`config.mk`:
```
export PLATFORM = sky130hd
export DESIGN_NAME = tbi_top
export DESIGN_NICKNAME = d
export VERILOG_FILES = /design/src/hw/tbi_pkg.sv /design/src/hw/tbi_top.sv
export SDC_FILE = /design/constraint.sdc
export NUM_CORES = 1
export LEC_CHECK = 0
export ABC_AREA = 1
export ABC_CLOCK_PERIOD_IN_PS = 3970
export BUFFER_PORTS_ARGS = -buffer_cell sky130_fd_sc_hd__buf_2
export CAP_MARGIN = 20
export CORE_MARGIN = 5
export CORE_UTILIZATION = 56
export DETAILED_ROUTE_END_ITERATION = 6
export HOLD_SLACK_MARGIN = 0.02
export PLACE_DENSITY = 0.91
export REMOVE_ABC_BUFFERS = 1
export SLEW_MARGIN = 20
export SYNTH_ARGS = -nofsm -noshare
export SYNTH_HDL_FRONTEND = slang
export SYNTH_SLANG_ARGS = --single-unit
```
`constraint.sdc`:
```
create_clock -name REF_CLK -period 3.97 [get_ports REF_CLK]
set_input_delay 0.1985 -clock REF_CLK [delete_from_list [all_inputs] [get_ports REF_CLK]]
set_output_delay 0.1985 -clock REF_CLK [all_outputs]
set_load 0.01 [all_outputs]
```
`src/hw/tbi_pkg.sv`:
```
// Constants, register map and types for the time base interrupt timer.
package tbi_pkg;
    // ==========================================================
    // Register byte offsets
    localparam logic [7:0] TBI_OFS_TB0  = 8'h00;
    localparam logic [7:0] TBI_OFS_TB1  = 8'h04;
    localparam logic [7:0] TBI_OFS_PSC  = 8'h08;
    localparam logic [7:0] TBI_OFS_IRQ  = 8'h0c;
    // ==========================================================
    // Field positions
    localparam int TBI_BIT_RUN  = 7;
    localparam int TBI_SEL_HI   = 2;
    localparam int TBI_SRC_HI   = 1;
    localparam int TBI_BIT_EMI  = 0;
    localparam int TBI_BIT_EN0  = 1;
    localparam int TBI_BIT_EN1  = 2;
    localparam int TBI_BIT_FL0  = 3;
    localparam int TBI_BIT_FL1  = 4;
    // ==========================================================
    // Reset values
    localparam logic [7:0] TBI_RST_CTRL = 8'h00;
    localparam logic [1:0] TBI_RST_SRC  = 2'h0;
    // ==========================================================
    // Prescaler source codes and timing
    localparam logic [1:0] TBI_SRC_SYS  = 2'h0;
    localparam logic [1:0] TBI_SRC_DIV4 = 2'h1;
    localparam logic [1:0] TBI_DIV4_TOP = 2'h3;
    localparam int TBI_EXP_BASE = 8;
    localparam int TBI_CNT_W    = 15;
    localparam int TBI_NUM_CH   = 2;
    // ==========================================================
    // Bus slave states
    typedef enum logic [3:0] {
        TBI_ST_IDLE  = 4'h1,
        TBI_ST_WR    = 4'h2,
        TBI_ST_RD    = 4'h4,
        TBI_ST_RDOUT = 4'h8
    } tbi_bus_e;
endpackage

```
`src/hw/tbi_top.sv`:
```
// Two-channel time base generator with interrupt request logic.
//
// The AHB-Lite slave port and the address map are this design's own decisions.
`timescale 1ns/1ps

// Overview of operation
// - Bit 7 run control stops or runs channel
// - Channel 0 period 2^8..2^15 by code
// - Channel 1 period same encoding, own field
// - Bits 6 to 3 read zero, ignore writes
// - Source: system, system/4, or sub clock
// - Period elapsed sets channel request flag
// - Take needs enables, free stack; clears flag/global
// - Separate prescaler register selects source, resets zero
// - Rising request flag produces a wake-up
// - Wake-up ignores all interrupt enable bits
// - Flag stays until serviced or cleared
// - Disabled source is never serviced, stays pending
// - Entry pushes only program counter
// - Interrupt return sets global enable; plain doesn't
module tbi_top
    import tbi_pkg::*;
(
    // Clock and reset
    input  wire logic        REF_CLK,
    input  wire logic        RST,
    // AHB-Lite slave
    input  wire logic        HSEL,
    input  wire logic [31:0] HADDR,
    input  wire logic [1:0]  HTRANS,
    input  wire logic        HWRITE,
    input  wire logic [2:0]  HSIZE,
    input  wire logic [31:0] HWDATA,
    input  wire logic        HREADY,
    output logic             HREADYOUT,
    output logic [31:0]      HRDATA,
    output logic             HRESP,
    // Sub clock pin
    input  wire logic        SUB_CLK,
    // CPU interrupt side
    input  wire logic        STACK_FULL,
    input  wire logic        RETURN_FROM_INTERRUPT_EXEC,
    input  wire logic        RET_EXEC,
    output logic [1:0]       TB_VECTOR,
    output logic             PC_PUSH,
    output logic             GLOBAL_IRQ_EN,
    output logic             WAKE
);

    // ==========================================================
    // Period decode
    function automatic logic [TBI_CNT_W-1:0] last_count(
        input logic [2:0] sel);
        last_count = TBI_CNT_W'((32'd1 << (TBI_EXP_BASE + 32'(sel)))
                     - 32'd1);
    endfunction

    tbi_bus_e    state;
    tbi_bus_e    next_state;
    logic [7:0]  addr;
    logic [7:0]  next_addr;
    logic        next_ready;
    logic [31:0] next_rdata;
    logic [31:0] rd_data;
    logic        accept;
    logic        wr;

    logic [1:0]       run;
    logic [1:0]       next_run;
    logic [1:0][2:0]  sel;
    logic [1:0][2:0]  next_sel;
    logic [1:0]       src;
    logic [1:0]       next_src;
    logic [1:0]       en;
    logic [1:0]       next_en;
    logic [1:0]       flag;
    logic [1:0]       next_flag;
    logic             next_emi;
    logic [1:0]       take;
    logic [1:0]       expire;

    logic [1:0] div;
    logic [1:0] next_div;
    logic       sub_s1;
    logic       sub_s2;
    logic       sub_s3;
    logic       psc_tick;

    // ==========================================================
    // Bus slave
    // Reads take one wait state so that a read right after a
    // write always returns the value just written.
    assign accept = HSEL && HTRANS[1] && HREADY
                    && (state != TBI_ST_RD);
    assign wr = (state == TBI_ST_WR);

    always_comb begin
        rd_data = 32'h0;
        if (addr == TBI_OFS_TB0) begin
            rd_data = {24'h0, run[0], 4'h0, sel[0]};
        end else if (addr == TBI_OFS_TB1) begin
            rd_data = {24'h0, run[1], 4'h0, sel[1]};
        end else if (addr == TBI_OFS_PSC) begin
            rd_data = {30'h0, src};
        end else if (addr == TBI_OFS_IRQ) begin
            rd_data = {27'h0, flag, en, GLOBAL_IRQ_EN};
        end
    end

    always_comb begin
        next_state = state;
        next_addr  = addr;
        next_ready = HREADYOUT;
        next_rdata = HRDATA;
        case (state)
            TBI_ST_RD: begin
                next_rdata = rd_data;
                next_ready = 1'b1;
                next_state = TBI_ST_RDOUT;
            end
            default: begin
                next_ready = 1'b1;
                next_state = TBI_ST_IDLE;
                if (accept) begin
                    next_addr = HADDR[7:0];
                    if (HWRITE) begin
                        next_state = TBI_ST_WR;
                    end else begin
                        next_state = TBI_ST_RD;
                        next_ready = 1'b0;
                    end
                end
            end
        endcase
    end

    always_ff @(posedge REF_CLK) begin
        if (RST) begin
            state     <= TBI_ST_IDLE;
            addr      <= 8'h00;
            HREADYOUT <= 1'b1;
            HRDATA    <= 32'h0;
            HRESP     <= 1'b0;
        end else begin
            state     <= next_state;
            addr      <= next_addr;
            HREADYOUT <= next_ready;
            HRDATA    <= next_rdata;
            HRESP     <= 1'b0;
        end
    end

    // ==========================================================
    // Control registers
    always_comb begin
        next_run = run;
        next_sel = sel;
        next_src = src;
        next_en  = en;
        if (wr && addr == TBI_OFS_TB0) begin
            next_run[0] = HWDATA[TBI_BIT_RUN];
            next_sel[0] = HWDATA[TBI_SEL_HI:0];
        end else if (wr && addr == TBI_OFS_TB1) begin
            next_run[1] = HWDATA[TBI_BIT_RUN];
            next_sel[1] = HWDATA[TBI_SEL_HI:0];
        end else if (wr && addr == TBI_OFS_PSC) begin
            next_src = HWDATA[TBI_SRC_HI:0];
        end else if (wr && addr == TBI_OFS_IRQ) begin
            next_en = HWDATA[TBI_BIT_EN1:TBI_BIT_EN0];
        end
    end

    always_ff @(posedge REF_CLK) begin
        if (RST) begin
            run <= {TBI_RST_CTRL[TBI_BIT_RUN], TBI_RST_CTRL[TBI_BIT_RUN]};
            sel <= {TBI_RST_CTRL[2:0], TBI_RST_CTRL[2:0]};
            src <= TBI_RST_SRC;
            en  <= 2'h0;
        end else begin
            run <= next_run;
            sel <= next_sel;
            src <= next_src;
            en  <= next_en;
        end
    end

    // ==========================================================
    // Prescaler clock enable
    // The sub clock must run below half the reference rate, or
    // edges are lost in the synchroniser.
    always_comb begin
        next_div = div + 2'h1;
        if (src == TBI_SRC_SYS) begin
            psc_tick = 1'b1;
        end else if (src == TBI_SRC_DIV4) begin
            psc_tick = (div == TBI_DIV4_TOP);
        end else begin
            psc_tick = sub_s2 && !sub_s3;
        end
    end

    always_ff @(posedge REF_CLK) begin
        if (RST) begin
            div    <= 2'h0;
            sub_s1 <= 1'b0;
            sub_s2 <= 1'b0;
            sub_s3 <= 1'b0;
        end else begin
            div    <= next_div;
            sub_s1 <= SUB_CLK;
            sub_s2 <= sub_s1;
            sub_s3 <= sub_s2;
        end
    end

    // ==========================================================
    // Period counters
    for (genvar i = 0; i < TBI_NUM_CH; i++) begin : g_ch
        logic [TBI_CNT_W-1:0] cnt;
        logic [TBI_CNT_W-1:0] next_cnt;
        logic                 hit;

        always_comb begin
            next_cnt = cnt;
            hit      = 1'b0;
            if (!run[i]) begin
                next_cnt = '0;
            end else if (psc_tick) begin
                if (cnt >= last_count(sel[i])) begin
                    next_cnt = '0;
                    hit      = 1'b1;
                end else begin
                    next_cnt = cnt + 1'b1;
                end
            end
        end

        assign expire[i] = hit;

        always_ff @(posedge REF_CLK) begin
            if (RST) begin
                cnt <= '0;
            end else begin
                cnt <= next_cnt;
            end
        end
    end

    // ==========================================================
    // Request flags, service and return
    // Hardware setting a flag wins over any clear in that cycle.
    always_comb begin
        take[0] = GLOBAL_IRQ_EN && en[0] && flag[0]
                  && !STACK_FULL;
        take[1] = GLOBAL_IRQ_EN && en[1] && flag[1]
                  && !STACK_FULL && !take[0];
        next_flag = flag;
        next_emi  = GLOBAL_IRQ_EN;
        if (wr && addr == TBI_OFS_IRQ) begin
            next_flag = HWDATA[TBI_BIT_FL1:TBI_BIT_FL0];
            next_emi  = HWDATA[TBI_BIT_EMI];
        end
        if (RETURN_FROM_INTERRUPT_EXEC) begin
            next_emi = 1'b1;
        end
        if (take != 2'h0) begin
            next_emi = 1'b0;
        end
        next_flag = (next_flag & ~take) | expire;
    end

    always_ff @(posedge REF_CLK) begin
        if (RST) begin
            flag          <= 2'h0;
            GLOBAL_IRQ_EN <= 1'b0;
            TB_VECTOR     <= 2'h0;
            PC_PUSH       <= 1'b0;
            WAKE          <= 1'b0;
        end else begin
            flag          <= next_flag;
            GLOBAL_IRQ_EN <= next_emi;
            TB_VECTOR     <= take;
            PC_PUSH       <= (take != 2'h0);
            WAKE          <= |(next_flag & ~flag);
        end
    end
endmodule

```
==> reports/qor.yml <==
status: "finished, final reports clean"
synth_seq_cells: 73
cts_tree: "yes"
synth_top_area_share_pct: 37.68
crit_chain: "o21ai_0, ha_1, nand2_1, nor2_1, a21oi_1, nand3_1, nand2_1, nand2_1, nor3_1"
synth-edff-count: 0
die_x_um: 93.23
ys_types: 37
slowest_stage: "dfxtp_1"
clock_skew_ns: 0.009544
place_inst: 648
ant_nets: 0
clk-insertion-delay-late_ns: 0.36
r2r_start: "sel[2]"
path_depth: 9
path_buf_inv: 0
leakage_uw: 0.001880
rsz0062_at_grt: "false"
postSynthCellCount: 547
p_per_area_nw_per_um2: 347.7
seqCellArea_um2: 1461
clock.fmax_mhz: 487.0
dieArea_um2: 8691
cp_data_arrival_time_ns: 2.33
cp-endpoint: "g_ch[0].cnt[11]"
numCtsBuffers: 9
layout_common_cells: "92 x nand2_1, 79 x nor2_1, 73 x dfxtp_1"
vdd_drop_max_uv: 279.4
finalSetupViolCount: 0
htreeDepth: 3
crit_family: "simple AND/OR/NAND/NOR gates"
core_area_um2: 6756
synthesis.area_um2: 3879
r2r_end: "g_ch[0].cnt[11]"
dr.pass1.iters: 5
drc: 0
holdWs_ns: 0.04393
first_global_vias: 3358
slew_headroom_pct: 54.63
track_usage_pct: 20.02
clock_path_buffers: 2
finalPower_uw: 1460
num_rows: 30
post_cts_buffers: 0
vias_per_cell: 5.311
async_flop_share_pct: 0
fin_util_pct: 62.17
switching_power_uw: 345.5
ys_warn_count: 0
crit_type: "flip-flop to flip-flop"
overflow: 0
grt_max_degree: 30
via_count: 3532
avgSynthCellArea_um2: 7.091
setup_tns_ns: 0
drt_first_iter_violations: 176
seqPwrFrac_pct: 51.0
area_growth_pct: 8.290
diodes: 0
ff2ff_setup_slack_ns: 1.92
worst-r2r-cell-count: 9
period_needed_ns: 2.053
slowest_delay_ns: 0.46
multi_input_comb_area_um2: 1957
crit_top_cell: "nand2_1"
io_buffer_count: 34
antenna_found_initial: 0
final.fill_count: 563
swShare_pct: 23.66
min_path_type: "primary input to flip-flop"
start_util_pct: 57.41
wl_mm: 8.378
slew_viol_final: 0
comb_power_share_pct: 4.9
drive_gt1_share_pct: 12.99
netlist_top_cells_area: "dfxtp_1 38%, nand2_1 8.9%, nor2_1 7.6%, inv_1 6.9%, buf_4 5.6%"
hold_viol: 0
synth_top_area_cell: "dfxtp_1"
max-cap-violations: 0
final_cell_count_no_fill: 665
ios: 117
dieHeight_um: 93.23
final_common_cell: "nand2_1"
grt_pass1_wl_mm: 14.17
place_congestion: 0.8815
clkSinkCount: 73
startpoint_type: "flip-flop"
wl_per_cell_um: 12.60
path_clk_slew_ns: 0.08
fin_crit_sh_pct: 51.72
dp_hpwl_mm: 6.155
root_buffer: "clkbuf_8"
layout.nets: 675
cp.required_ns: 4.25
worst_pin_slew_ns: 0.6798
end_kind: "flip-flop"
internal-power_uw: 1115
seq_area_frac_synth_pct: 37.68
crit_fanout: 11
startpoint: "sel[2]"
power_frac_clock_pct: 44.1
yosys_most_used_dff: "dfxtp_1"
-- worst min-delay path by stage --
stage | from | endpoint | depth (start not counted)
3_5_place_dp | sub_s1 | sub_s2 | 2
3_3_place_gp | HWRITE | state[2] | 2
6_report | SUB_CLK | sub_s1 | 3
2_1_floorplan | RST | div[0] | 1
4_1_cts | SUB_CLK | sub_s1 | 3
5_1_grt | SUB_CLK | sub_s1 | 3
-- flip-flops by register name, indices dropped and copies added, names as in the netlist, 4 cells and up --
| register | cells |
|---|---|
| g_ch.cnt | 30 |
| state | 4 |
| HRDATA | 6 |
| sel | 6 |
| addr | 8 |
-- cells in the mapped netlist, types with 2 or more instances --
| cell | instances |
|---|---|
| nor3_1 | 17 |
| nand2_2 | 4 |
| nand4_2 | 2 |
| buf_4 | 29 |
| nand4_1 | 11 |
| nand3b_1 | 2 |
| nand2_1 | 92 |
| a21oi_1 | 40 |
| dfxtp_1 | 73 |
| nor2_2 | 4 |
| o21ai_0 | 34 |
| nand3_2 | 2 |
| nor2_4 | 3 |
| nand3_1 | 33 |
| xor2_1 | 5 |
| a21oi_2 | 2 |
| ha_1 | 17 |
| clkbuf_1 | 7 |
| nor2_1 | 79 |
| inv_2 | 3 |
| and3_1 | 2 |
| inv_1 | 71 |
-- metal layers --
layer / routed length (µm) / vias up / track usage, %
li1: - / 1763 / -
met1: 3419 / 1595 / 23.20
met2: 4196 / 149 / 34.54
met3: 522 / 25 / 3.298
met4: 239 / 0 / 11.72
met5: 0 / - / 0
-- per-stage QoR --
step                cell area [µm²]  setup slack, ns
floorplan                      3701            2.311
detailed placement             3971            1.937
CTS                            4200            1.911
global placement               3971            2.008
finish                         4200            1.917
global route                   4200            1.653
-- power groups by stage --
stage          clock network (µW)  registers (µW)  logic, µW
2_1_floorplan                   0             761       44.6
3_3_place_gp                    0             762       66.2
3_5_place_dp                    0             762       68.2
4_1_cts                       650             745       69.8
5_1_grt                       682             746       80.0
6_report                      644             745       71.4
-- final cells by class --
type / instances / area share [%]
Multi-Input combinational cell: 386 / 46.59
Clock buffer: 9 / 2.949
Clock inverter: 7 / 2.264
Timing Repair Buffer: 35 / 4.290
Tap cell: 80 / 2.383
Inverter: 75 / 6.732
Sequential cell: 73 / 34.79
-- logic make-up (layout without fill, tap and decap cells) --
family / after synthesis / count (layout) / share of synthesized area [%]
compound gates: 80 / 80 / 10.74
xor+xnor: 5 / 5 / 1.129
fa+ha+maj: 17 / 17 / 5.484
buf+inv: 114 / 126 / 14.39
flops: 73 / 73 / 37.68
other cells: 1 / 27 / 0.09668
simple gates: 257 / 257 / 30.48
-- worst reg2reg max path, stage by stage (launching register included) --
cell	delay, ns
dfxtp_1	0.46
o21ai_0	0.14
ha_1	0.31
nand2_1	0.07
nor2_1	0.05
a21oi_1	0.16
nand3_1	0.10
nand2_1	0.16
nand2_1	0.28
nor3_1	0.23
-- repair_timing --
action	in CTS	in global routing
endpoints found under the hold margin	1	0
hold buffers	1	0
gates resized for setup	0	0
(Power assumes the default switching activity.)
